### src/pkg/arw_pkg.sv
package arw_pkg;
  // Quadlet geometry
  localparam int QUAD_W = 32;
  localparam int ADDR_W = 32;
  localparam int COUNT_W = 16;
  localparam logic [31:0] ADDR_STEP = 32'h0000_0004;
  localparam logic [15:0] QUAD_BYTES = 16'h0004;
  // Room for one more data quadlet, the trailer and a spare
  localparam logic [15:0] MIN_SPACE = 16'h000c;
  // Context selectors
  localparam logic CTX_REQ = 1'b0;
  localparam logic CTX_RSP = 1'b1;
  localparam int NUM_CTX = 2;
  // Transaction code position in the first header quadlet
  localparam int TCODE_LSB = 4;
  localparam logic [3:0] TCODE_PHY = 4'he;
  localparam logic [3:0] TCODE_WR_RSP = 4'h2;
  localparam logic [3:0] TCODE_RDQ_RSP = 4'h6;
  localparam logic [3:0] TCODE_RDB_RSP = 4'h7;
  localparam logic [3:0] TCODE_LOCK_RSP = 4'hb;
  // Bus-reset marker fields
  localparam logic [4:0] EVT_BUS_RESET = 5'h09;
  localparam logic [7:0] MARK_UNDEF = 8'h00;
  localparam int GEN_LSB = 16;
  // Descriptor interrupt field value that asks for a buffer-done event
  localparam logic [1:0] INT_ON_DONE = 2'b11;
  // Cycle timer layout: seconds above count above offset
  localparam int CT_SEC_LSB = 25;
  localparam int CT_CNT_LSB = 12;
  localparam int SEC_BITS = 3;
  localparam int CNT_BITS = 13;
  localparam int STATUS_BITS = 16;
  // Writer sequence
  typedef enum logic [2:0] {
    ST_IDLE = 3'b000,
    ST_HOLD = 3'b001,
    ST_PHY0 = 3'b010,
    ST_FLUSH = 3'b011,
    ST_STREAM = 3'b100,
    ST_MARK = 3'b101,
    ST_TRAIL = 3'b110,
    ST_DONE = 3'b111
  } arw_state_e;
endpackage

### src/rtl/arw_writer.sv
`timescale 1ns/10ps
// What this block does
// RQ1: Trailer holds transfer status and timestamp
// RQ2: Timestamp is seconds low three, full count
// RQ3: Stamp from cycle start, else local timer
// RQ4: Data error backs out the packet
// RQ5: Bus reset inserts marker in request stream
// RQ6: Marker header carries PHY transaction code
// RQ7: Marker carries new topology generation
// RQ8: Marker carries bus-reset event code
// RQ9: Marker undefined byte free, stamp at creation
// RQ10: Marker waits until receive space frees; the code waits only for an idle writer with no write open, not for space
// RQ11: Reset event raised at once
// RQ12: PHY packets only while acceptance enabled
// RQ13: PHY inverse quadlet stored as received
// RQ14: Two quadlets failing CRC are PHY packets
// RQ15: Packet event per delivered packet
// RQ16: Buffer-done event when interrupt field is 11
// RQ17: First header quadlet stored with its fields
// RQ18: Reserved header bits stored unchanged
// RQ19: Block length and extended code stored
// RQ20: First data byte in high byte
// RQ21: Sender pads data to whole quadlets
// RQ22: Order is header, data, trailer
// RQ23: Residual count updated after good packet
// RQ24: CRC quadlets never stored
module arw_writer
  import arw_pkg::*;
(
  input wire logic CORE_CLK_I,
  input wire logic RSTN_I,
  input wire logic [31:0] RX_DATA_I,
  input wire logic RX_VALID_I,
  input wire logic RX_LAST_I,
  input wire logic RX_CRC_I,
  input wire logic RX_CRC_BAD_I,
  input wire logic RX_DATA_ERR_I,
  output logic RX_READY_O,
  input wire logic BUS_RESET_I,
  input wire logic [7:0] TOPOLOGY_GENERATION_I,
  input wire logic ACCEPT_PHY_PACKETS_I,
  input wire logic [15:0] CONTEXT_CONTROL_REQ_I,
  input wire logic [15:0] CONTEXT_CONTROL_RSP_I,
  input wire logic CYCLE_START_I,
  input wire logic [31:0] CYCLE_START_TIME_I,
  input wire logic CYCLE_MASTER_PRESENT_I,
  input wire logic [31:0] CYCLE_TIME_REG_I,
  input wire logic [1:0] BUF_LOAD_I,
  input wire logic [31:0] BUF_ADDR_I,
  input wire logic [15:0] BUF_SIZE_I,
  input wire logic [1:0] BUF_INT_I,
  input wire logic MEM_READY_I,
  output logic MEM_WE_O,
  output logic [31:0] MEM_ADDR_O,
  output logic [31:0] MEM_DATA_O,
  output logic DESC_UPDATE_O,
  output logic DESC_CTX_O,
  output logic [15:0] DESC_RESIDUAL_O,
  output logic [15:0] DESC_STATUS_O,
  output logic RESET_SEEN_EVENT_O,
  output logic REQUEST_PACKET_EVENT_O,
  output logic RESPONSE_PACKET_EVENT_O,
  output logic REQUEST_BUFFER_DONE_EVENT_O,
  output logic RESPONSE_BUFFER_DONE_EVENT_O
);
  arw_state_e state; // Writer sequence state
  arw_state_e next_state; // Sequence state for the next cycle
  logic ctx; // Context of the packet in progress
  logic next_ctx; // Context chosen this cycle
  logic [31:0] q0; // First held quadlet
  logic [31:0] q1; // Second held quadlet
  logic is_phy; // Packet in progress is a PHY packet
  logic is_marker; // Packet in progress is the bus-reset marker
  logic [31:0] ptr [NUM_CTX]; // Write address per context
  logic [15:0] res [NUM_CTX]; // Residual byte count per context
  logic [1:0] int_sel [NUM_CTX]; // Descriptor interrupt field
  logic [31:0] saved_ptr; // Pointer before the packet began
  logic [15:0] saved_res; // Residual before the packet began
  logic [15:0] stamp; // Live timestamp
  logic [15:0] pkt_stamp; // Timestamp caught during the packet
  logic [15:0] br_stamp; // Timestamp caught at bus reset
  logic [7:0] br_gen; // Generation caught at bus reset
  logic br_rise; // Synchronised bus-reset edge
  logic br_pending; // Marker still owed to the request stream
  logic accept; // Receive quadlet taken this cycle
  logic issue; // Memory write launched this cycle
  logic [31:0] issue_word; // Word for that write
  logic pkt_start; // Pointer snapshot point
  logic backout; // Packet discarded after writes began
  logic finish; // Packet fully written
  logic next_we; // Memory strobe for the next cycle
  logic [15:0] sel_res; // Residual of the chosen context
  logic [15:0] xfer_status; // Status half of the trailer

  // The reset pin comes from outside the core clock domain
  arw_sync u_sync (
    .clk_i(CORE_CLK_I),
    .rstn_i(RSTN_I),
    .async_i(BUS_RESET_I),
    .rise_o(br_rise)
  );

  // Cycle time source picks cycle start or the local timer
  arw_stamp u_stamp (
    .clk_i(CORE_CLK_I),
    .rstn_i(RSTN_I),
    .cycle_start_i(CYCLE_START_I),
    .cycle_start_time_i(CYCLE_START_TIME_I),
    .master_present_i(CYCLE_MASTER_PRESENT_I),
    .cycle_time_reg_i(CYCLE_TIME_REG_I),
    .stamp_o(stamp)
  );

  // Responses are recognised by their transaction code
  function automatic logic is_rsp(input logic [3:0] tc);
    is_rsp = (tc == TCODE_WR_RSP) || (tc == TCODE_RDQ_RSP) ||
             (tc == TCODE_RDB_RSP) || (tc == TCODE_LOCK_RSP);
  endfunction

  assign accept = RX_VALID_I & RX_READY_O;
  assign sel_res = res[next_ctx];
  assign next_we = issue | (MEM_WE_O & ~MEM_READY_I);
  // Low sixteen bits of the owning context's control register
  assign xfer_status = ctx ? CONTEXT_CONTROL_RSP_I : CONTEXT_CONTROL_REQ_I; // [RQ1]

  // Sequence: one memory write outstanding at a time
  always_comb begin
    next_state = state;
    next_ctx = ctx;
    issue = 1'b0;
    issue_word = 32'h0000_0000;
    pkt_start = 1'b0;
    backout = 1'b0;
    finish = 1'b0;
    unique case (state)
      ST_IDLE: begin
        if (accept) begin
          // A lone quadlet is no packet at all
          if (!RX_LAST_I) begin
            next_state = ST_HOLD;
          end
        end else if (br_pending && !MEM_WE_O) begin
          // Marker goes to the request stream only between packets
          next_ctx = CTX_REQ; // [RQ5] [RQ10]
          pkt_start = 1'b1;
          issue = 1'b1;
          issue_word = {24'h00_0000, TCODE_PHY, 4'h0}; // [RQ6]
          next_state = ST_MARK;
        end
      end
      ST_HOLD: begin
        if (accept) begin
          if (RX_LAST_I) begin
            // Two quadlets with a bad CRC are a PHY packet
            if (RX_CRC_BAD_I && ACCEPT_PHY_PACKETS_I) begin // [RQ14] [RQ12]
              next_ctx = CTX_REQ;
              pkt_start = 1'b1;
              issue = 1'b1;
              issue_word = {24'h00_0000, TCODE_PHY, 4'h0};
              next_state = ST_PHY0;
            end else begin
              next_state = ST_IDLE; // [RQ12]
            end
          end else begin
            // Header word goes out untouched, reserved bits included
            next_ctx = is_rsp(q0[TCODE_LSB +: 4]);
            pkt_start = 1'b1;
            issue = 1'b1;
            issue_word = q0; // [RQ17] [RQ18] [RQ22]
            next_state = ST_FLUSH;
          end
        end
      end
      ST_PHY0: begin
        if (!MEM_WE_O) begin
          issue = 1'b1;
          issue_word = q0;
          next_state = ST_FLUSH;
        end
      end
      ST_FLUSH: begin
        if (!MEM_WE_O) begin
          // For a PHY packet this is the inverse quadlet, unchecked
          issue = 1'b1;
          issue_word = q1; // [RQ13]
          next_state = is_phy ? ST_TRAIL : ST_STREAM;
        end
      end
      ST_STREAM: begin
        if (accept) begin
          if (RX_LAST_I && RX_DATA_ERR_I) begin
            // Discard the tail and restore the pointers
            backout = 1'b1; // [RQ4]
            next_state = ST_IDLE;
          end else begin
            // Header, length word and padded data pass as received
            issue = ~RX_CRC_I; // [RQ24] [RQ19] [RQ20] [RQ21]
            issue_word = RX_DATA_I;
            if (RX_LAST_I) begin
              next_state = ST_TRAIL; // [RQ22]
            end
          end
        end
      end
      ST_MARK: begin
        if (!MEM_WE_O) begin
          issue = 1'b1;
          issue_word = {MARK_UNDEF, br_gen, 16'h0000}; // [RQ7] [RQ9]
          next_state = ST_TRAIL;
        end
      end
      ST_TRAIL: begin
        if (!MEM_WE_O) begin
          issue = 1'b1;
          if (is_marker) begin
            issue_word = {11'h000, EVT_BUS_RESET, br_stamp}; // [RQ8] [RQ9]
          end else begin
            issue_word = {xfer_status, pkt_stamp}; // [RQ1] [RQ22]
          end
          next_state = ST_DONE;
        end
      end
      ST_DONE: begin
        if (!MEM_WE_O) begin
          finish = 1'b1;
          next_state = ST_IDLE;
        end
      end
    endcase
  end

  // State, context and the receive handshake
  always_ff @(posedge CORE_CLK_I or negedge RSTN_I) begin
    if (!RSTN_I) begin
      state <= ST_IDLE;
      ctx <= CTX_REQ;
      RX_READY_O <= 1'b0;
    end else begin
      state <= next_state;
      ctx <= next_ctx;
      // Stall the link while a write is open or space runs short
      RX_READY_O <= ~next_we &&
        ((next_state == ST_IDLE && !br_pending && !br_rise) ||
         next_state == ST_HOLD ||
         (next_state == ST_STREAM && sel_res >= MIN_SPACE));
    end
  end

  // Held quadlets, packet kind and the in-packet timestamp
  always_ff @(posedge CORE_CLK_I or negedge RSTN_I) begin
    if (!RSTN_I) begin
      q0 <= 32'h0000_0000;
      q1 <= 32'h0000_0000;
      is_phy <= 1'b0;
      is_marker <= 1'b0;
      pkt_stamp <= 16'h0000;
    end else begin
      if (accept && state == ST_IDLE) begin
        q0 <= RX_DATA_I;
        pkt_stamp <= stamp; // [RQ2] [RQ3]
      end
      if (accept && state == ST_HOLD) begin
        q1 <= RX_DATA_I;
      end
      if (pkt_start) begin
        is_phy <= (state == ST_HOLD) && RX_LAST_I; // [RQ14]
        is_marker <= (state == ST_IDLE);
      end
    end
  end

  // Marker bookkeeping; a new reset wins over the clear
  always_ff @(posedge CORE_CLK_I or negedge RSTN_I) begin
    if (!RSTN_I) begin
      br_pending <= 1'b0;
      br_stamp <= 16'h0000;
      br_gen <= 8'h00;
    end else begin
      if (br_rise) begin
        br_pending <= 1'b1; // [RQ10]
        br_stamp <= stamp; // [RQ9]
        br_gen <= TOPOLOGY_GENERATION_I; // [RQ7]
      end else if (pkt_start && state == ST_IDLE) begin
        br_pending <= 1'b0;
      end
    end
  end

  // Per-context buffer pointers, residuals and snapshot for backout
  always_ff @(posedge CORE_CLK_I or negedge RSTN_I) begin
    if (!RSTN_I) begin
      for (int c = 0; c < NUM_CTX; c++) begin
        ptr[c] <= 32'h0000_0000;
        res[c] <= 16'h0000;
        int_sel[c] <= 2'b00;
      end
      saved_ptr <= 32'h0000_0000;
      saved_res <= 16'h0000;
    end else begin
      if (pkt_start) begin
        saved_ptr <= ptr[next_ctx];
        saved_res <= res[next_ctx];
      end
      for (int c = 0; c < NUM_CTX; c++) begin
        if (BUF_LOAD_I[c]) begin
          ptr[c] <= BUF_ADDR_I;
          res[c] <= BUF_SIZE_I;
          int_sel[c] <= BUF_INT_I;
        end else if (backout && ctx == c[0]) begin
          ptr[c] <= saved_ptr; // [RQ4]
          res[c] <= saved_res; // [RQ4]
        end else if (issue && next_ctx == c[0]) begin
          // CRC quadlets never issue, so never advance this
          ptr[c] <= ptr[c] + ADDR_STEP; // [RQ24]
          res[c] <= res[c] - QUAD_BYTES;
        end
      end
    end
  end

  // Memory write port; a write stands until the memory takes it
  always_ff @(posedge CORE_CLK_I or negedge RSTN_I) begin
    if (!RSTN_I) begin
      MEM_WE_O <= 1'b0;
      MEM_ADDR_O <= 32'h0000_0000;
      MEM_DATA_O <= 32'h0000_0000;
    end else if (issue) begin
      MEM_WE_O <= 1'b1;
      MEM_ADDR_O <= ptr[next_ctx];
      MEM_DATA_O <= issue_word;
    end else if (MEM_READY_I) begin
      MEM_WE_O <= 1'b0;
    end
  end

  // Descriptor update only for a packet written without error
  always_ff @(posedge CORE_CLK_I or negedge RSTN_I) begin
    if (!RSTN_I) begin
      DESC_UPDATE_O <= 1'b0;
      DESC_CTX_O <= 1'b0;
      DESC_RESIDUAL_O <= 16'h0000;
      DESC_STATUS_O <= 16'h0000;
    end else begin
      DESC_UPDATE_O <= finish; // [RQ23]
      if (finish) begin
        DESC_CTX_O <= ctx;
        DESC_RESIDUAL_O <= res[ctx]; // [RQ23]
        DESC_STATUS_O <= is_marker ? {11'h000, EVT_BUS_RESET} : xfer_status;
      end
    end
  end

  // Event pulses; the reset event does not wait for the marker
  always_ff @(posedge CORE_CLK_I or negedge RSTN_I) begin
    if (!RSTN_I) begin
      RESET_SEEN_EVENT_O <= 1'b0;
      REQUEST_PACKET_EVENT_O <= 1'b0;
      RESPONSE_PACKET_EVENT_O <= 1'b0;
      REQUEST_BUFFER_DONE_EVENT_O <= 1'b0;
      RESPONSE_BUFFER_DONE_EVENT_O <= 1'b0;
    end else begin
      RESET_SEEN_EVENT_O <= br_rise; // [RQ11]
      REQUEST_PACKET_EVENT_O <= finish && ctx == CTX_REQ; // [RQ15]
      RESPONSE_PACKET_EVENT_O <= finish && ctx == CTX_RSP; // [RQ15]
      // A buffer counts as complete once it cannot take another packet
      REQUEST_BUFFER_DONE_EVENT_O <= finish && ctx == CTX_REQ &&
        res[CTX_REQ] < MIN_SPACE && int_sel[CTX_REQ] == INT_ON_DONE; // [RQ16]
      RESPONSE_BUFFER_DONE_EVENT_O <= finish && ctx == CTX_RSP &&
        res[CTX_RSP] < MIN_SPACE && int_sel[CTX_RSP] == INT_ON_DONE; // [RQ16]
    end
  end
endmodule

### src/rtl/arw_sync.sv
`timescale 1ns/10ps
module arw_sync (
  input wire logic clk_i,
  input wire logic rstn_i,
  input wire logic async_i,
  output logic rise_o
);
  logic meta; // First stage, read only by the second
  logic stable; // Second stage, safe for logic
  logic stable_d; // Delayed copy for edge finding

  // Two-flop synchroniser followed by a rising-edge detector
  always_ff @(posedge clk_i or negedge rstn_i) begin
    if (!rstn_i) begin
      meta <= 1'b0;
      stable <= 1'b0;
      stable_d <= 1'b0;
      rise_o <= 1'b0;
    end else begin
      meta <= async_i;
      stable <= meta;
      stable_d <= stable;
      rise_o <= stable & ~stable_d;
    end
  end
endmodule

### src/rtl/arw_stamp.sv
`timescale 1ns/10ps
module arw_stamp
  import arw_pkg::*;
(
  input wire logic clk_i,
  input wire logic rstn_i,
  input wire logic cycle_start_i,
  input wire logic [31:0] cycle_start_time_i,
  input wire logic master_present_i,
  input wire logic [31:0] cycle_time_reg_i,
  output logic [15:0] stamp_o
);
  logic [15:0] last_start; // Stamp from the latest cycle start seen

  // Keep seconds[2:0] and the count of the most recent cycle start
  always_ff @(posedge clk_i or negedge rstn_i) begin
    if (!rstn_i) begin
      last_start <= 16'h0000;
    end else if (cycle_start_i) begin
      last_start <= {cycle_start_time_i[CT_SEC_LSB +: SEC_BITS],
                     cycle_start_time_i[CT_CNT_LSB +: CNT_BITS]}; // [RQ2] [RQ3]
    end
  end

  // Without a cycle master fall back to the local timer
  always_comb begin
    if (master_present_i) begin
      stamp_o = last_start; // [RQ3]
    end else begin
      stamp_o = {cycle_time_reg_i[CT_SEC_LSB +: SEC_BITS],
                 cycle_time_reg_i[CT_CNT_LSB +: CNT_BITS]}; // [RQ3]
    end
  end
endmodule

### config.mk
export PLATFORM = sky130hd
export DESIGN_NAME = arw_writer
export DESIGN_NICKNAME = d
export VERILOG_FILES = /design/src/pkg/arw_pkg.sv /design/src/rtl/arw_writer.sv /design/src/rtl/arw_sync.sv /design/src/rtl/arw_stamp.sv
export SDC_FILE = /design/constraint.sdc
export NUM_CORES = 1
export LEC_CHECK = 0
export BUFFER_PORTS_ARGS = -buffer_cell sky130_fd_sc_hd__buf_2
export CELL_PAD_IN_SITES_DETAIL_PLACEMENT = 1
export CELL_PAD_IN_SITES_GLOBAL_PLACEMENT = 1
export CORE_ASPECT_RATIO = 1.25
export CORE_MARGIN = 2
export CORE_UTILIZATION = 45
export DETAILED_ROUTE_END_ITERATION = 10
export PLACE_DENSITY = 0.79
export SKIP_LAST_GASP = 1
export SYNTH_ARGS = -nofsm -noshare
export SYNTH_HDL_FRONTEND = slang
export SYNTH_HIERARCHICAL = 1
export SYNTH_SLANG_ARGS = --single-unit
### constraint.sdc
create_clock -name CORE_CLK_I -period 3.7 [get_ports CORE_CLK_I]
set_input_delay 0.37 -clock CORE_CLK_I [delete_from_list [all_inputs] [get_ports CORE_CLK_I]]
set_output_delay 0.37 -clock CORE_CLK_I [all_outputs]
set_load 0.02 [all_outputs]
== Yosys cells after proc, flatten, opt, wreduce, memory -nomap -nowiden ==
Cells that the tools add are included.
Storage, ports and cells
  register bits: 384
  input port bits: 200
  output and inout bits: 105
  logic and storage cells: 185
Cells by class
  add/sub/neg operators: 4
  magnitude comparators: 5
  equal/unequal tests: 15
  muxes and demuxes: 77
  bitwise operators: 12
  reductions and logical operators: 36
Operators with widths (count)
  $mux W32: 17
  $mux W16: 15
  $pmux W32 S7: 1
  $add A32 B3 Y32 const B: 2
  $mux W3: 13
  $lt A16 B4 Y1 const B: 2
  $sub A16 B3 Y16 const B: 2
  $mux W24: 1
  $mux W8: 3
  $pmux W3 S8: 1
  $logic_and A1 B1 Y1: 21
  $mux W1: 21
  $ge A16 B4 Y1 const B: 1
  $eq A3 B3 Y1 const B: 5
  $eq A4 B3 Y1 const B: 2
  $eq A3 B1 Y1 const B: 2
  $eq A3 B2 Y1 const B: 2
  $logic_not A3 Y1: 2
  $not A1 Y1: 6
  $reduce_bool A3 Y1: 2
  $logic_or A1 B1 Y1: 5
  $eq A2 B2 Y1 const B: 2
  $eq A4 B2 Y1 const B: 1
  $eq A4 B4 Y1 const B: 1
  other kinds (10): 19

== Longest topological paths before layout ==
Gate-level depths: netlist (run 1).
  depth in word-level cells: 15
  mapped depth: 10
  gate-level depth less buffers: 8

== Modules after synthesis ==
The synthesis (run 1) kept the hierarchy.
By module, submodules not included
  arw_writer: times used 1, cells an instance 1894, area each 18605.3 um^2, sequential area each 9108.7 um^2
  arw_stamp: times used 1, cells an instance 52, area each 898.4 um^2, sequential area each 400.4 um^2
  arw_sync: times used 1, cells an instance 5, area each 113.9 um^2, sequential area each 100.1 um^2

== Worst setup path after synthesis (run 1) ==
Ideal clock, no wire load.
  path kind: register -> register
  from: register res[18] (netlist bit)
  to: register res[28] (netlist bit)
  setup time: 83 ps
  arrival time: 2078 ps
  data required time: 3617 ps
  setup slack: 1540 ps
  stages on the path, launching flop included: 9
  buffers on the path: 0
  clock period less this slack: 2160 ps
  cell sequence: dfrtp_1 inv_1 ha_1 or4b_2 nor4_1 xnor2_1 a211oi_1 a21oi_1 o21ai_0
On the way
  word-level cells in the longest chain between the ends: 4
Ends and longest elaborated chain
  from (decl): line arw_writer.sv:75  | logic [15:0] res [NUM_CTX];
  from (signal, indexed assignment): line arw_writer.sv:311  | res[c] <= saved_res;
  from (signal, indexed assignment): line arw_writer.sv:315  | res[c] <= res[c] - QUAD_BYTES;
  $sub A16 B3 Y16: line arw_writer.sv:315
  $mux W16: line arw_writer.sv:312  | end else if (issue && next_ctx == c[0]) begin
  $mux W16: line arw_writer.sv:309  | end else if (backout && ctx == c[0]) begin
  $mux W16: line arw_writer.sv:305  | if (BUF_LOAD_I[c]) begin
Every way passes these cells. The select of a mux whose other input is x is not followed.
A chain may end at the register's enable or synchronous reset.

== Worst setup path in the final report (run 1) ==
  from: register state[0]
  to: register ptr[14] (netlist bit)
On the way
  word-level cells in the longest chain between the ends: 5
  elaborated cells on any way between the ends: 16
  classes of those cells: eq/ne: 6; mux: 5; reduce/logical: 5
Ends and longest elaborated chain
  from (decl): line arw_writer.sv:66  | arw_state_e state;
  from (signal assigned): line arw_writer.sv:239  | state <= next_state;
  $eq A3 B3 Y1 or $eq A3 B2 Y1 (tied branches): line arw_writer.sv:135  | unique case (state)
  $reduce_or A4 Y1 (no source line) or $mux W1 (tied branches)
  $pmux W1 S4 or $logic_and A1 B1 Y1 (tied branches): line arw_writer.sv:135, arw_writer.sv:309
  $logic_and A1 B1 Y1 or $mux W32 (tied branches): line arw_writer.sv:312, arw_writer.sv:309
  $reduce_bool A3 Y1 (no source line) or $mux W32 (tied branches)
  to (signal, indexed assignment): line arw_writer.sv:310  | ptr[c] <= saved_ptr;
  to (signal, indexed assignment): line arw_writer.sv:314  | ptr[c] <= ptr[c] + ADDR_STEP;
  to (decl): line arw_writer.sv:74  | logic [31:0] ptr [NUM_CTX];
Parallel ways exist; a longest one is shown, timed or not.

==> reports/metrics.csv, run 1 <==
stage,metric,value,unit
sta,RSZ-0062 raised after global routing,false,
sta,Slew Limit Headroom,26.0,%
synthesis,Async SR Flop Fraction,100,%
synthesis,"Cell Area, Synth",19600,um2
setup_path,CP Max Fanout,25,
route,max layer used,met5,
final_layout,Final #Nets,2362,
worst_hold_path,Hold Crit Start,CYCLE_START_TIME_I[17],
sta,final hold vios,0,
setup_path,CP Data Required Time,4120,ps
route,DRC viols,0,
setup_path,CP Class,reg2reg,
synthesis,synth unique cells,88,
floorplan,Die Height,237,um
synthesis,Post-Synthesis Net Count,2157,
job,maxcap violations,0,
route,First DRT Iteration DRCs,875,
global_routing,GRT Total Usage,27.8,%
setup_path,Worst path slowest cell,buf_4,
setup_path,crit path buf inv count,4,
power,Leak,10.0,nW
sta,Tmin final,3040,ps
cts,TritonCTS clock tree,yes,
worst_hold_path,worst hold-check path type,in2reg,
route,vias,16428,
setup_path,worst path cell trace,"buf_4, or3b_1, nor3_2, a32oi_4, inv_2, buf_4, a21oi_2, buf_4, a211oi_1, nor2_1",
floorplan,core area,43100,um2
synthesis,Seq cells post-synth,384,
power,worst vdd ir,468,uV
setup_path,critical path arrival,3460,ps
cts,number of setup buffers added after CTS,0,
global_routing,GR Overflow Total,0,
cts,Root Driver,clkbuf_16,
route,met3 routed WL,3.42,mm
power,PwrDens,745,nW/um2
setup_path,startpoint class of the critical path,flop,
floorplan,Ports,305,
setup_path,max incr delay on CP,470,ps
global_routing,vias in the first global route,17700,
sta,final setup TNS,0,ps
cts,Worst-Skew Late Latency,550,ps
cts,clock sinks,384,
sta,Final Skew,15.1,ps
placed_design,HPWL after DPL,43.4,mm
cts,CTS max path bufs,3,
floorplan,Die W,191,um
global_routing,largest net degree at the start of global routing,85,
sta,worst setup margin,661,ps
cts,Num CTS Buffers,41,
worst_hold_path,hold path depth,2,
synthesis,yosys warns,6,
setup_path,R2R Path Start,state[0],
setup_path,FF-to-FF path depth,10,
synthesis,Synth area leader,dfrtp_1,
sta,Final period util,82.1,%
global_routing,global-route wire length before repair,99.2,mm
route,DR pass1 iterations,8,
final_layout,"Design Area, Final",22800,um2
final_layout,layout overhead on the synthesized area,16.2,%
placed_design,dpl cell area,21400,um2
cts,htree depth,2,
cts,cts repair resizes,0,
final_layout,share of layout cells above drive strength 1,26.4,%
floorplan,die area,45300,um2
setup_path,Crit. End Element,flop,
synthesis,post-synth top area share,49.0,%
synthesis,Post-Syn Instances,1951,
cts,clock slew at reported path FFs,60,ps
sta,slew at the pin closest to its max-slew limit,1110,ps
setup_path,"Largest delay share family, worst path",buffers and inverters,
floorplan,row count,85,
placed_design,IO Port Bufs,272,
sta,Peak Freq,329,MHz
synthesis,largest cells by area after synthesis,"dfrtp_1, mux2_2, mux2i_1, a21oi_1, nand2_1",
setup_path,RR Endpoint,ptr[14],
synthesis,Synth Flop Type,dfrtp_1,
route,Routed WL,62.7,mm
sta,Final setup viols,0,
setup_path,cell mode on critical path,buf_4,
synthesis,Post-synth EDFFs,0,
synthesis,post-synthesis sequential area ratio,49.0,%
sta,Final Max Tran Viols,0,
route,antenna violation net count after detailed routing,0,
global_routing,antenna violations before repair,8,
final_layout,Final Util,52.9,%
placed_design,"worst slack, placed",703,ps
placed_design,RePlAce Congestion,0.856,
route,WL per Instance,22.8,um
route,met1 wire length,24.7,mm
synthesis,"Avg Cell Area, Syn",10.1,um2
setup_path,"reg-to-reg slack, setup",660,ps
route,Vias/cell,5.97,
floorplan,Initial Utilization,45.5,%
route,met2 wire length,32.6,mm
run_status,outcome,finished clean,
worst_hold_path,Worst Hold Endpoint,u_stamp/last_start[5],
## worst register-to-register path, stage by stage, from the launching register on
cell and delay, ps:
dfrtp_1 450, buf_4 230, or3b_1 410, nor3_2 280
a32oi_4 100, inv_2 300, buf_4 470, a21oi_2 120
buf_4 240, a211oi_1 240, nor2_1 80
## flip-flops by register name, summed over array words and instances (netlist names), 3 cells and up
| name | count |
|---|---|
| MEM_DATA_O | 32 |
| DESC_RESIDUAL_O | 16 |
| res | 32 |
| saved_ptr | 32 |
| saved_res | 16 |
| br_stamp | 16 |
| state | 3 |
| pkt_stamp | 16 |
| MEM_ADDR_O | 32 |
| DESC_STATUS_O | 16 |
| br_gen | 8 |
| ptr | 64 |
| q0 | 32 |
| u_stamp/last_start | 16 |
| q1 | 32 |
| int_sel | 4 |
## per-layer routing
metal | vias to the layer above | track usage (%)
met3 | 132 | 4.93
li1 | 7441 | -
met2 | 458 | 49.7
met4 | 10 | 10.0
met1 | 8387 | 33.3
met5 | - | 0
## logic make-up (layout without fill, tap and decap cells)
kind of cell,after synthesis,in the layout,share of synthesized area (%)
and+or+nand+nor,581,581,13.9
AOI/OAI and AO/OA,510,510,16.5
DFF,384,384,49.0
muxes,256,256,14.5
buffers and inverters,175,408,4.01
xor gates and xnor gates,39,39,1.74
adders and majority gates,6,6,0.383
other,0,4,0
## where the power goes
part	total, mW	internal (mW)	leakage (nW)	switching, mW
clock	4.13	2.39	0.646	1.74
combinational	5.97	2.25	4.64	3.72
sequential	6.88	5.64	4.74	1.24
total	17.0	10.3	10.0	6.69
## repair_timing
| action | CTS | global route |
|---|---|---|
| hold endpoints to repair | 73 | 0 |
| hold buffers | 2 | 0 |
| endpoints found under the setup margin | 0 | 0 |
## worst max-delay path by stage
| stage | from | endpoint | slack (ps) | cells past startpoint |
|---|---|---|---|---|
| 2_1_floorplan | res[18] | res[28] | 1540 | 8 |
| 3_3_place_gp | state[0] | ptr[14] | 720 | 10 |
| 3_5_place_dp | state[0] | ptr[14] | 700 | 10 |
| 4_1_cts | state[0] | ptr[14] | 660 | 10 |
| 5_1_grt | state[0] | res[6] | 510 | 10 |
| 6_report | state[0] | ptr[14] | 660 | 10 |
## metrics by stage
step	hold slack (ps)	std cells	total power [mW]
after floorplan	74.4	1951	10.7
final	50.4	2753	17.0
after detailed placement	336	2676	12.9
after global placement	332	2676	12.5
after CTS	29.9	2749	17.1
after global routing	40.3	2751	18.0
## synth_stat cells, types with 5 or more instances
cell type,n
dfrtp_1,384
nand2_1,196
nor2_1,192
a21oi_1,170
mux2_2,147
o21ai_0,126
clkbuf_1,89
mux2i_1,89
a211oi_1,50
buf_2,41
nor3_1,37
nand3_1,35
a31oi_1,25
and3_1,21
xnor2_1,21
inv_1,20
mux2_4,20
a222oi_1,19
xor2_1,18
a41oi_1,14
nand2b_1,14
o31ai_1,14
nand4_1,12
buf_1,11
a221oi_1,10
nor4_1,10
a311oi_1,9
nor2b_1,9
a22o_1,8
a2bb2oi_1,7
and4_1,7
a22oi_1,6
buf_4,6
ha_1,6
nor3b_1,6
a211o_1,5
and2_1,5
or3_1,5
## layout make-up
type,count,area (um2)
inverters,22,82.6
fillers,4829,20300
flip-flops and latches,384,9610
multi-input cells,1392,9270
clock inverters,14,161
well taps,565,707
diodes,4,10.0
clock buffers,57,1160
repair buffers,315,1800
## cell usage in the layout, fill, tap and decap left out, drive strengths merged, types with 25 or more instances in the layout
cell and instances:
nand3 35, mux2i 89, clkbuf 57, mux2 167
a31oi 25, nor3 39, dfrtp 384, a211oi 50
buf 313, nor2 195, a21oi 171, nand2 196
o21ai 129
(Power assumes the default switching activity.)
==> inputs of run 2 (changes only) <==
--- a/config.mk
+++ b/config.mk
@@ -10,9 +10,9 @@
 export CELL_PAD_IN_SITES_GLOBAL_PLACEMENT = 1
 export CORE_ASPECT_RATIO = 1.25
 export CORE_MARGIN = 2
-export CORE_UTILIZATION = 45
+export CORE_UTILIZATION = 40
 export DETAILED_ROUTE_END_ITERATION = 10
-export PLACE_DENSITY = 0.79
+export PLACE_DENSITY = 0.74
 export SKIP_LAST_GASP = 1
 export SYNTH_ARGS = -nofsm -noshare
 export SYNTH_HDL_FRONTEND = slang
==> constraint.sdc (replaced) <==
create_clock -name CORE_CLK_I -period 2.5 [get_ports CORE_CLK_I]
set_input_delay 0.25 -clock CORE_CLK_I [delete_from_list [all_inputs] [get_ports CORE_CLK_I]]
set_output_delay 0.25 -clock CORE_CLK_I [all_outputs]
set_load 0.02 [all_outputs]
==> run 2 against run 1 <==
  * Worst hold slack lost 42 ps
  * Count of clock-buffer cells in the layout grew 11
  * Global-route usage shrank 0.20 points
  * Die area grew 12%
  * Sequential share of layout area shrank 3.0 points
  * Sequential cell count is the same
  * Sequential power grew 47%
  * Critical path type unchanged
==> reports/metrics.csv, run 2 (synthesis results as in run 1) <==
stage,metric,value,unit,change
run_status,outcome,finished clean,,unchanged
power,Leak,10.8,nW,was 10.0 nW
setup_path,RR Endpoint,res[14],,was ptr[14]
worst_hold_path,worst hold-check path type,in2reg,,unchanged
cts,Num CTS Buffers,44,,was 41
sta,RSZ-0062 raised after global routing,true,,was false
setup_path,FF-to-FF path depth,8,,was 10
setup_path,"reg-to-reg slack, setup",30,ps,was 660 ps
route,Vias/cell,5.77,,was 5.97
cts,htree depth,2,,unchanged
final_layout,most flop-heavy register,ptr,,unchanged
route,DRC viols,0,,unchanged
setup_path,Crit. End Element,flop,,unchanged
final_layout,Filler cells,5352,,was 4829
power,PwrDens,1080,nW/um2,was 745 nW/um2
setup_path,crit path buf inv count,2,,was 4
worst_hold_path,Hold Crit Start,BUF_ADDR_I[22],,was CYCLE_START_TIME_I[17]
floorplan,Die Height,252,um,was 237 um
sta,final hold vios,0,,unchanged
sta,hold slack final,8.55,ps,was 50.4 ps
floorplan,Die W,202,um,was 191 um
final_layout,most frequent cells in the layout,"dfrtp_1, buf_2, nand2_1",,unchanged
global_routing,global-route wire length before repair,110,mm,was 99.2 mm
setup_path,cell mode on critical path,buf_4,,unchanged
final_layout,max reg flops,64,,unchanged
setup_path,Worst path slowest cell,dfrtp_1,,was buf_4
setup_path,startpoint class of the critical path,flop,,unchanged
route,WL per Instance,23.3,um,was 22.8 um
global_routing,largest net degree at the start of global routing,99,,was 85
final_layout,Final #Nets,2503,,was 2362
floorplan,row count,90,,was 85
floorplan,Initial Utilization,40.6,%,was 45.5%
worst_hold_path,Worst Hold Endpoint,ptr[22],,was u_stamp/last_start[5]
global_routing,GR peak layer,met2,,unchanged
setup_path,max incr delay on CP,410,ps,was 470 ps
floorplan,core area,48300,um2,was 43100 um2
power,Final Power,26.6,mW,was 17.0 mW
sta,Final Max Tran Viols,0,,unchanged
cts,Root Driver,clkbuf_16,,unchanged
global_routing,antenna violations before repair,7,,was 8
placed_design,RePlAce Congestion,0.881,,was 0.856
final_layout,layout overhead on the synthesized area,25.1,%,was 16.2%
job,maxcap violations,0,,unchanged
floorplan,die area,50800,um2,was 45300 um2
floorplan,Ports,305,,unchanged
final_layout,share of layout cells above drive strength 1,27.7,%,was 26.4%
setup_path,critical path arrival,2930,ps,was 3460 ps
cts,Worst-Skew Late Latency,580,ps,was 550 ps
placed_design,IO Port Bufs,272,,unchanged
sta,Final period util,98.8,%,was 82.1%
final_layout,"commonest non-fill, non-tap cell in the layout",dfrtp_1,,unchanged
sta,Final Skew,17.7,ps,was 15.1 ps
power,worst vdd ir,721,uV,was 468 uV
cts,clock sinks,384,,unchanged
global_routing,vias in the first global route,19282,,was 17.7k
setup_path,R2R Path Start,state[0],,unchanged
route,DR pass1 iterations,8,,unchanged
worst_hold_path,hold path depth,3,,was 2
global_routing,GRT Total Usage,27.6,%,was 27.8%
global_routing,M1 GR Usage,32.1,%,was 33.3%
cts,CTS max path bufs,3,,unchanged
setup_path,CP Data Required Time,2960,ps,was 4120 ps
sta,Tmin final,2470,ps,was 3040 ps
setup_path,"Largest delay share family, worst path",compound AO/OA/AOI/OAI gates,,was buffers and inverters
final_layout,multi-input logic area,9290,um2,was 9270 um2
global_routing,GRT met2 Usage,50.0,%,was 49.7%
placed_design,HPWL after DPL,45.9,mm,was 43.4 mm
sta,slew at the pin closest to its max-slew limit,1050,ps,was 1110 ps
cts,clock slew at reported path FFs,70,ps,was 60 ps
final_layout,register area,9610,um2,unchanged
sta,Slew Limit Headroom,30.0,%,was 26.0%
global_routing,GR Overflow Total,0,,unchanged
route,Routed WL,69.4,mm,was 62.7 mm
sta,Final setup viols,0,,unchanged
setup_path,CP Max Fanout,5,,was 25
global_routing,met3 GRT Util,5.05,%,was 4.93%
route,First DRT Iteration DRCs,903,,was 875
setup_path,CP Class,reg2reg,,unchanged
sta,Peak Freq,405,MHz,was 329 MHz
setup_path,worst path cell trace,"buf_4, nor2_4, a32oi_1, o211ai_1, buf_4, nand2_1, or3_1, a32o_1",,"was buf_4, or3b_1, nor3_2, a32oi_4, inv_2, buf_4, a21oi_2, buf_4, a211oi_1, nor2_1"
cts,TritonCTS clock tree,yes,,unchanged
route,antenna violation net count after detailed routing,0,,unchanged
route,vias,17189,,was 16.4k
-- run 2: cell types whose count changed in the layout (fill, tap and decap cells not counted), sizes merged --
cell,delta
dlygate4sd3,+78
clkinvlp,-1
clkbuf,+11
clkinv,-1
buf,+60
bufinv,+1
diode,+1
-- run 2: worst reg2reg max path, cell delays in order (launching register included) --
cell and delay, ps:
dfrtp_1 410, buf_4 180, nor2_4 170, a32oi_1 200, o211ai_1 350, buf_4 240
nand2_1 150, or3_1 380, a32o_1 270
-- run 2: where the power goes --
part           total [mW]  switching, mW  internal (mW)
Clock                6.75           2.74           4.01
Sequential           10.1           1.71           8.36
Combinational        9.81           5.97           3.84
-- run 2: worst max-delay path by stage --
stage	start	endpoint	slack, ps	cells past startpoint
6_report	state[0]	res[14]	30	8
3_5_place_dp	state[1]	ptr[62]	40	8
5_1_grt	state[0]	res[14]	-5	8
3_3_place_gp	state[1]	ptr[40]	100	8
4_1_cts	state[1]	ptr[62]	70	8
2_1_floorplan	res[18]	res[28]	340	8
-- run 2: area by class of cell --
cell class                 instances  area share [%]
multi-input combinational       1392            37.9
sequential                       384            39.2
antenna                            5          0.0510
clock inverter                    13           0.744
inverter                          22           0.336
tap                              644            3.28
clock buffer                      68            5.31
timing repair buffer             453            13.3
-- run 2: per-stage QoR --
stage	TNS (ps)	setup slack [ps]	cell area (um2)	cells	util, %
2_1_floorplan	0	340	19600	1951	-
3_3_place_gp	0	98.9	22200	2816	46.0
3_5_place_dp	0	40.9	22200	2816	46.0
4_1_cts	0	70.4	24500	2977	50.7
5_1_grt	-5.05	-5.05	24500	2981	50.8
6_report	0	30.3	24500	2981	50.8
-- run 2: layer usage --
| metal | vias up | part of all wire, % | wire length (um) |
|---|---|---|---|
| met4 | 4 | 3.6 | 2490 |
| li1 | 7752 | - | - |
| met5 | - | 0.035 | 24 |
| met1 | 8753 | 39 | 27300 |
| met3 | 146 | 5.1 | 3510 |
| met2 | 534 | 52 | 36100 |
-- run 2: what timing repair did --
item	in CTS	in global routing
endpoints found under the setup margin	1	37
hold endpoints to repair	183	0
pin swaps	0	0
gates resized for setup	1	8
hold buffers	80	0
buffers inserted	0	0
==> inputs of run 3 (changes only) <==
--- a/config.mk
+++ b/config.mk
@@ -12,8 +12,10 @@
 export CORE_MARGIN = 2
 export CORE_UTILIZATION = 40
 export DETAILED_ROUTE_END_ITERATION = 10
-export PLACE_DENSITY = 0.74
+export GPL_ROUTABILITY_DRIVEN = 0
+export PLACE_DENSITY_LB_ADDON = 0.15
 export SKIP_LAST_GASP = 1
+export SLEW_MARGIN = 30
 export SYNTH_ARGS = -nofsm -noshare
 export SYNTH_HDL_FRONTEND = slang
 export SYNTH_HIERARCHICAL = 1
==> run 3 against run 2 <==
  * Sequential share of layout area decreased by 0.49 points
  * Critical path type unchanged
  * Final area increased by 1.3%
  * Clock skew decreased by 2.8 ps
  * Maximum frequency increased by 2.9%
  * Final cell count increased by 0.67%
  * Via count decreased by 1.2%
  * First-iteration DRC count decreased by 3.8%
  * Die area unchanged
  * Sequential power about the same
  * Sequential cell count unchanged
  * Highest routed layer unchanged
  * Total power increased by 0.15%
==> reports/metrics.csv, run 3 (synthesis results as in run 1) <==
stage,metric,value,unit,change
run_status,outcome,finished clean,,unchanged
placed_design,dpl cell area,22300,um2,was 22200 um2
final_layout,Filler cells,5344,,was 5352
final_layout,most frequent cells in the layout,"dfrtp_1, buf_2, nand2_1",,unchanged
setup_path,CP Class,reg2reg,,unchanged
floorplan,core area,48300,um2,unchanged
final_layout,register area,9610,um2,unchanged
route,Vias/cell,5.66,,was 5.77
cts,CTS max path bufs,3,,unchanged
final_layout,max reg flops,64,,unchanged
cts,clock slew at reported path FFs,60,ps,was 70 ps
placed_design,Post-Place Cells,2825,,was 2816
route,Routed WL,67.0,mm,was 69.4 mm
floorplan,Ports,305,,unchanged
setup_path,Crit. End Element,flop,,unchanged
final_layout,most flop-heavy register,ptr,,unchanged
cts,Num CTS Buffers,43,,was 44
setup_path,startpoint class of the critical path,flop,,unchanged
final_layout,layout overhead on the synthesized area,26.7,%,was 25.1%
sta,Final setup viols,0,,unchanged
global_routing,GR Overflow Total,0,,unchanged
sta,RSZ-0062 raised after global routing,true,,unchanged
route,DRC viols,0,,unchanged
floorplan,Die Height,252,um,unchanged
setup_path,CP Data Required Time,2970,ps,was 2960 ps
sta,Peak Freq,417,MHz,was 405 MHz
cts,Root Driver,clkbuf_16,,unchanged
final_layout,share of layout cells above drive strength 1,28.7,%,was 27.7%
route,antenna violation net count after detailed routing,0,,unchanged
route,WL per Instance,22.3,um,was 23.3 um
setup_path,CP Max Fanout,5,,unchanged
final_layout,"Design Area, Final",24900,um2,was 24500 um2
final_layout,final cell count without fillers,3001,,was 2981
floorplan,Initial Utilization,40.6,%,unchanged
placed_design,IO Port Bufs,272,,unchanged
power,Final Power,26.7,mW,was 26.6 mW
global_routing,GRT Total Usage,26.5,%,was 27.6%
route,vias,16990,,was 17.2k
sta,Final Skew,14.8,ps,was 17.7 ps
final_layout,multi-input logic area,9330,um2,was 9290 um2
final_layout,Final #Nets,2531,,was 2503
power,Leak,11.0,nW,was 10.8 nW
cts,Worst-Skew Late Latency,570,ps,was 580 ps
route,First DRT Iteration DRCs,869,,was 903
power,worst vdd ir,677,uV,was 721 uV
sta,Final Max Tran Viols,0,,unchanged
sta,Final period util,96.0,%,was 98.8%
floorplan,die area,50800,um2,unchanged
global_routing,vias in the first global route,18592,,was 19.3k
global_routing,antenna violations before repair,4,,was 7
worst_hold_path,worst hold-check path type,in2reg,,unchanged
sta,slew at the pin closest to its max-slew limit,640,ps,was 1050 ps
power,PwrDens,1070,nW/um2,was 1080 nW/um2
route,DR pass1 iterations,5,,was 8
floorplan,Die W,202,um,unchanged
final_layout,"commonest non-fill, non-tap cell in the layout",dfrtp_1,,unchanged
sta,final hold vios,0,,unchanged
cts,htree depth,2,,unchanged
sta,hold slack final,21.7,ps,was 8.55 ps
sta,Tmin final,2400,ps,was 2470 ps
setup_path,critical path arrival,2870,ps,was 2930 ps
cts,TritonCTS clock tree,yes,,unchanged
floorplan,row count,90,,unchanged
global_routing,global-route wire length before repair,106,mm,was 110 mm
cts,clock sinks,384,,unchanged
final_layout,Final Util,51.5,%,was 50.8%
sta,Slew Limit Headroom,57.3,%,was 30.0%
placed_design,HPWL after DPL,45.4,mm,was 45.9 mm
job,maxcap violations,0,,unchanged
global_routing,largest net degree at the start of global routing,99,,unchanged
## run 3: cell count changes in the layout (fill, tap and decap cells not counted), sizes merged
cell	delta
clkinv	+1
bufinv	+3
buf	+21
clkbuf	-10
dlygate4sd3	+8
diode	-3
## run 3: through the flow
| stage | setup slack, ps | setup TNS (ps) |
|---|---|---|
| floorplan | 340 | 0 |
| global placement | -13.3 | -13.3 |
| detailed placement | -132 | -455 |
| CTS | 2.75 | 0 |
| global route | -11.3 | -20.7 |
| finish | 101 | 0 |
## run 3: final timing paths
kind                                     from  depth (start not counted)               endpoint  slack [ps]
worst min-delay path            BUF_SIZE_I[3]                          3                res[19]          20
worst max-delay path                 state[1]                         10                ptr[34]         100
min in group asynchronous              RSTN_I                          2                res[27]         270
max in group asynchronous              RSTN_I                          3  u_stamp/last_start[1]        1380
worst max register to register       state[1]                         10                ptr[34]         100
worst min register to register    u_sync/meta                          0          u_sync/stable         360
## run 3: timing repair
| item | CTS | global route |
|---|---|---|
| pin swaps | 1 | 1 |
| setup endpoints to repair | 12 | 37 |
| hold endpoints to repair | 195 | 0 |
| resized for setup | 3 | 18 |
| setup buffers | 2 | 9 |
| hold buffers | 88 | 0 |
## run 3: layout make-up
type | count | share of cell area (%)
clock inverter | 17 | 1.07
clock buffer | 58 | 4.93
timing repair buffer | 482 | 14.2
tap | 644 | 3.24
antenna | 2 | 0.0201
multi-input combinational | 1392 | 37.5
inverter | 22 | 0.352
sequential | 384 | 38.7
## run 3: where the power goes
part | total [mW] | leakage, nW | internal [mW] | switching (mW)
Clock | 6.85 | 0.735 | 4.15 | 2.70
Sequential | 9.96 | 4.74 | 8.36 | 1.60
Combinational | 9.85 | 5.50 | 3.95 | 5.90
## run 3: critical path, stage by stage (launching register included)
cell and delay, ps:
dfrtp_1 400, buf_4 160, nor2_4 200, nand3_2 140, a32oi_4 370, clkinv_4 160, buf_4 190, buf_4 140
nor3_1 200, nor3_1 80, o31ai_1 250
## run 3: routing by layer
| layer | GRT usage (%) | wire length [um] |
|---|---|---|
| met1 | 31.6 | 27100 |
| met2 | 47.6 | 34600 |
| met3 | 5.27 | 3360 |
| met4 | 8.63 | 1900 |
| met5 | 0 | 29 |
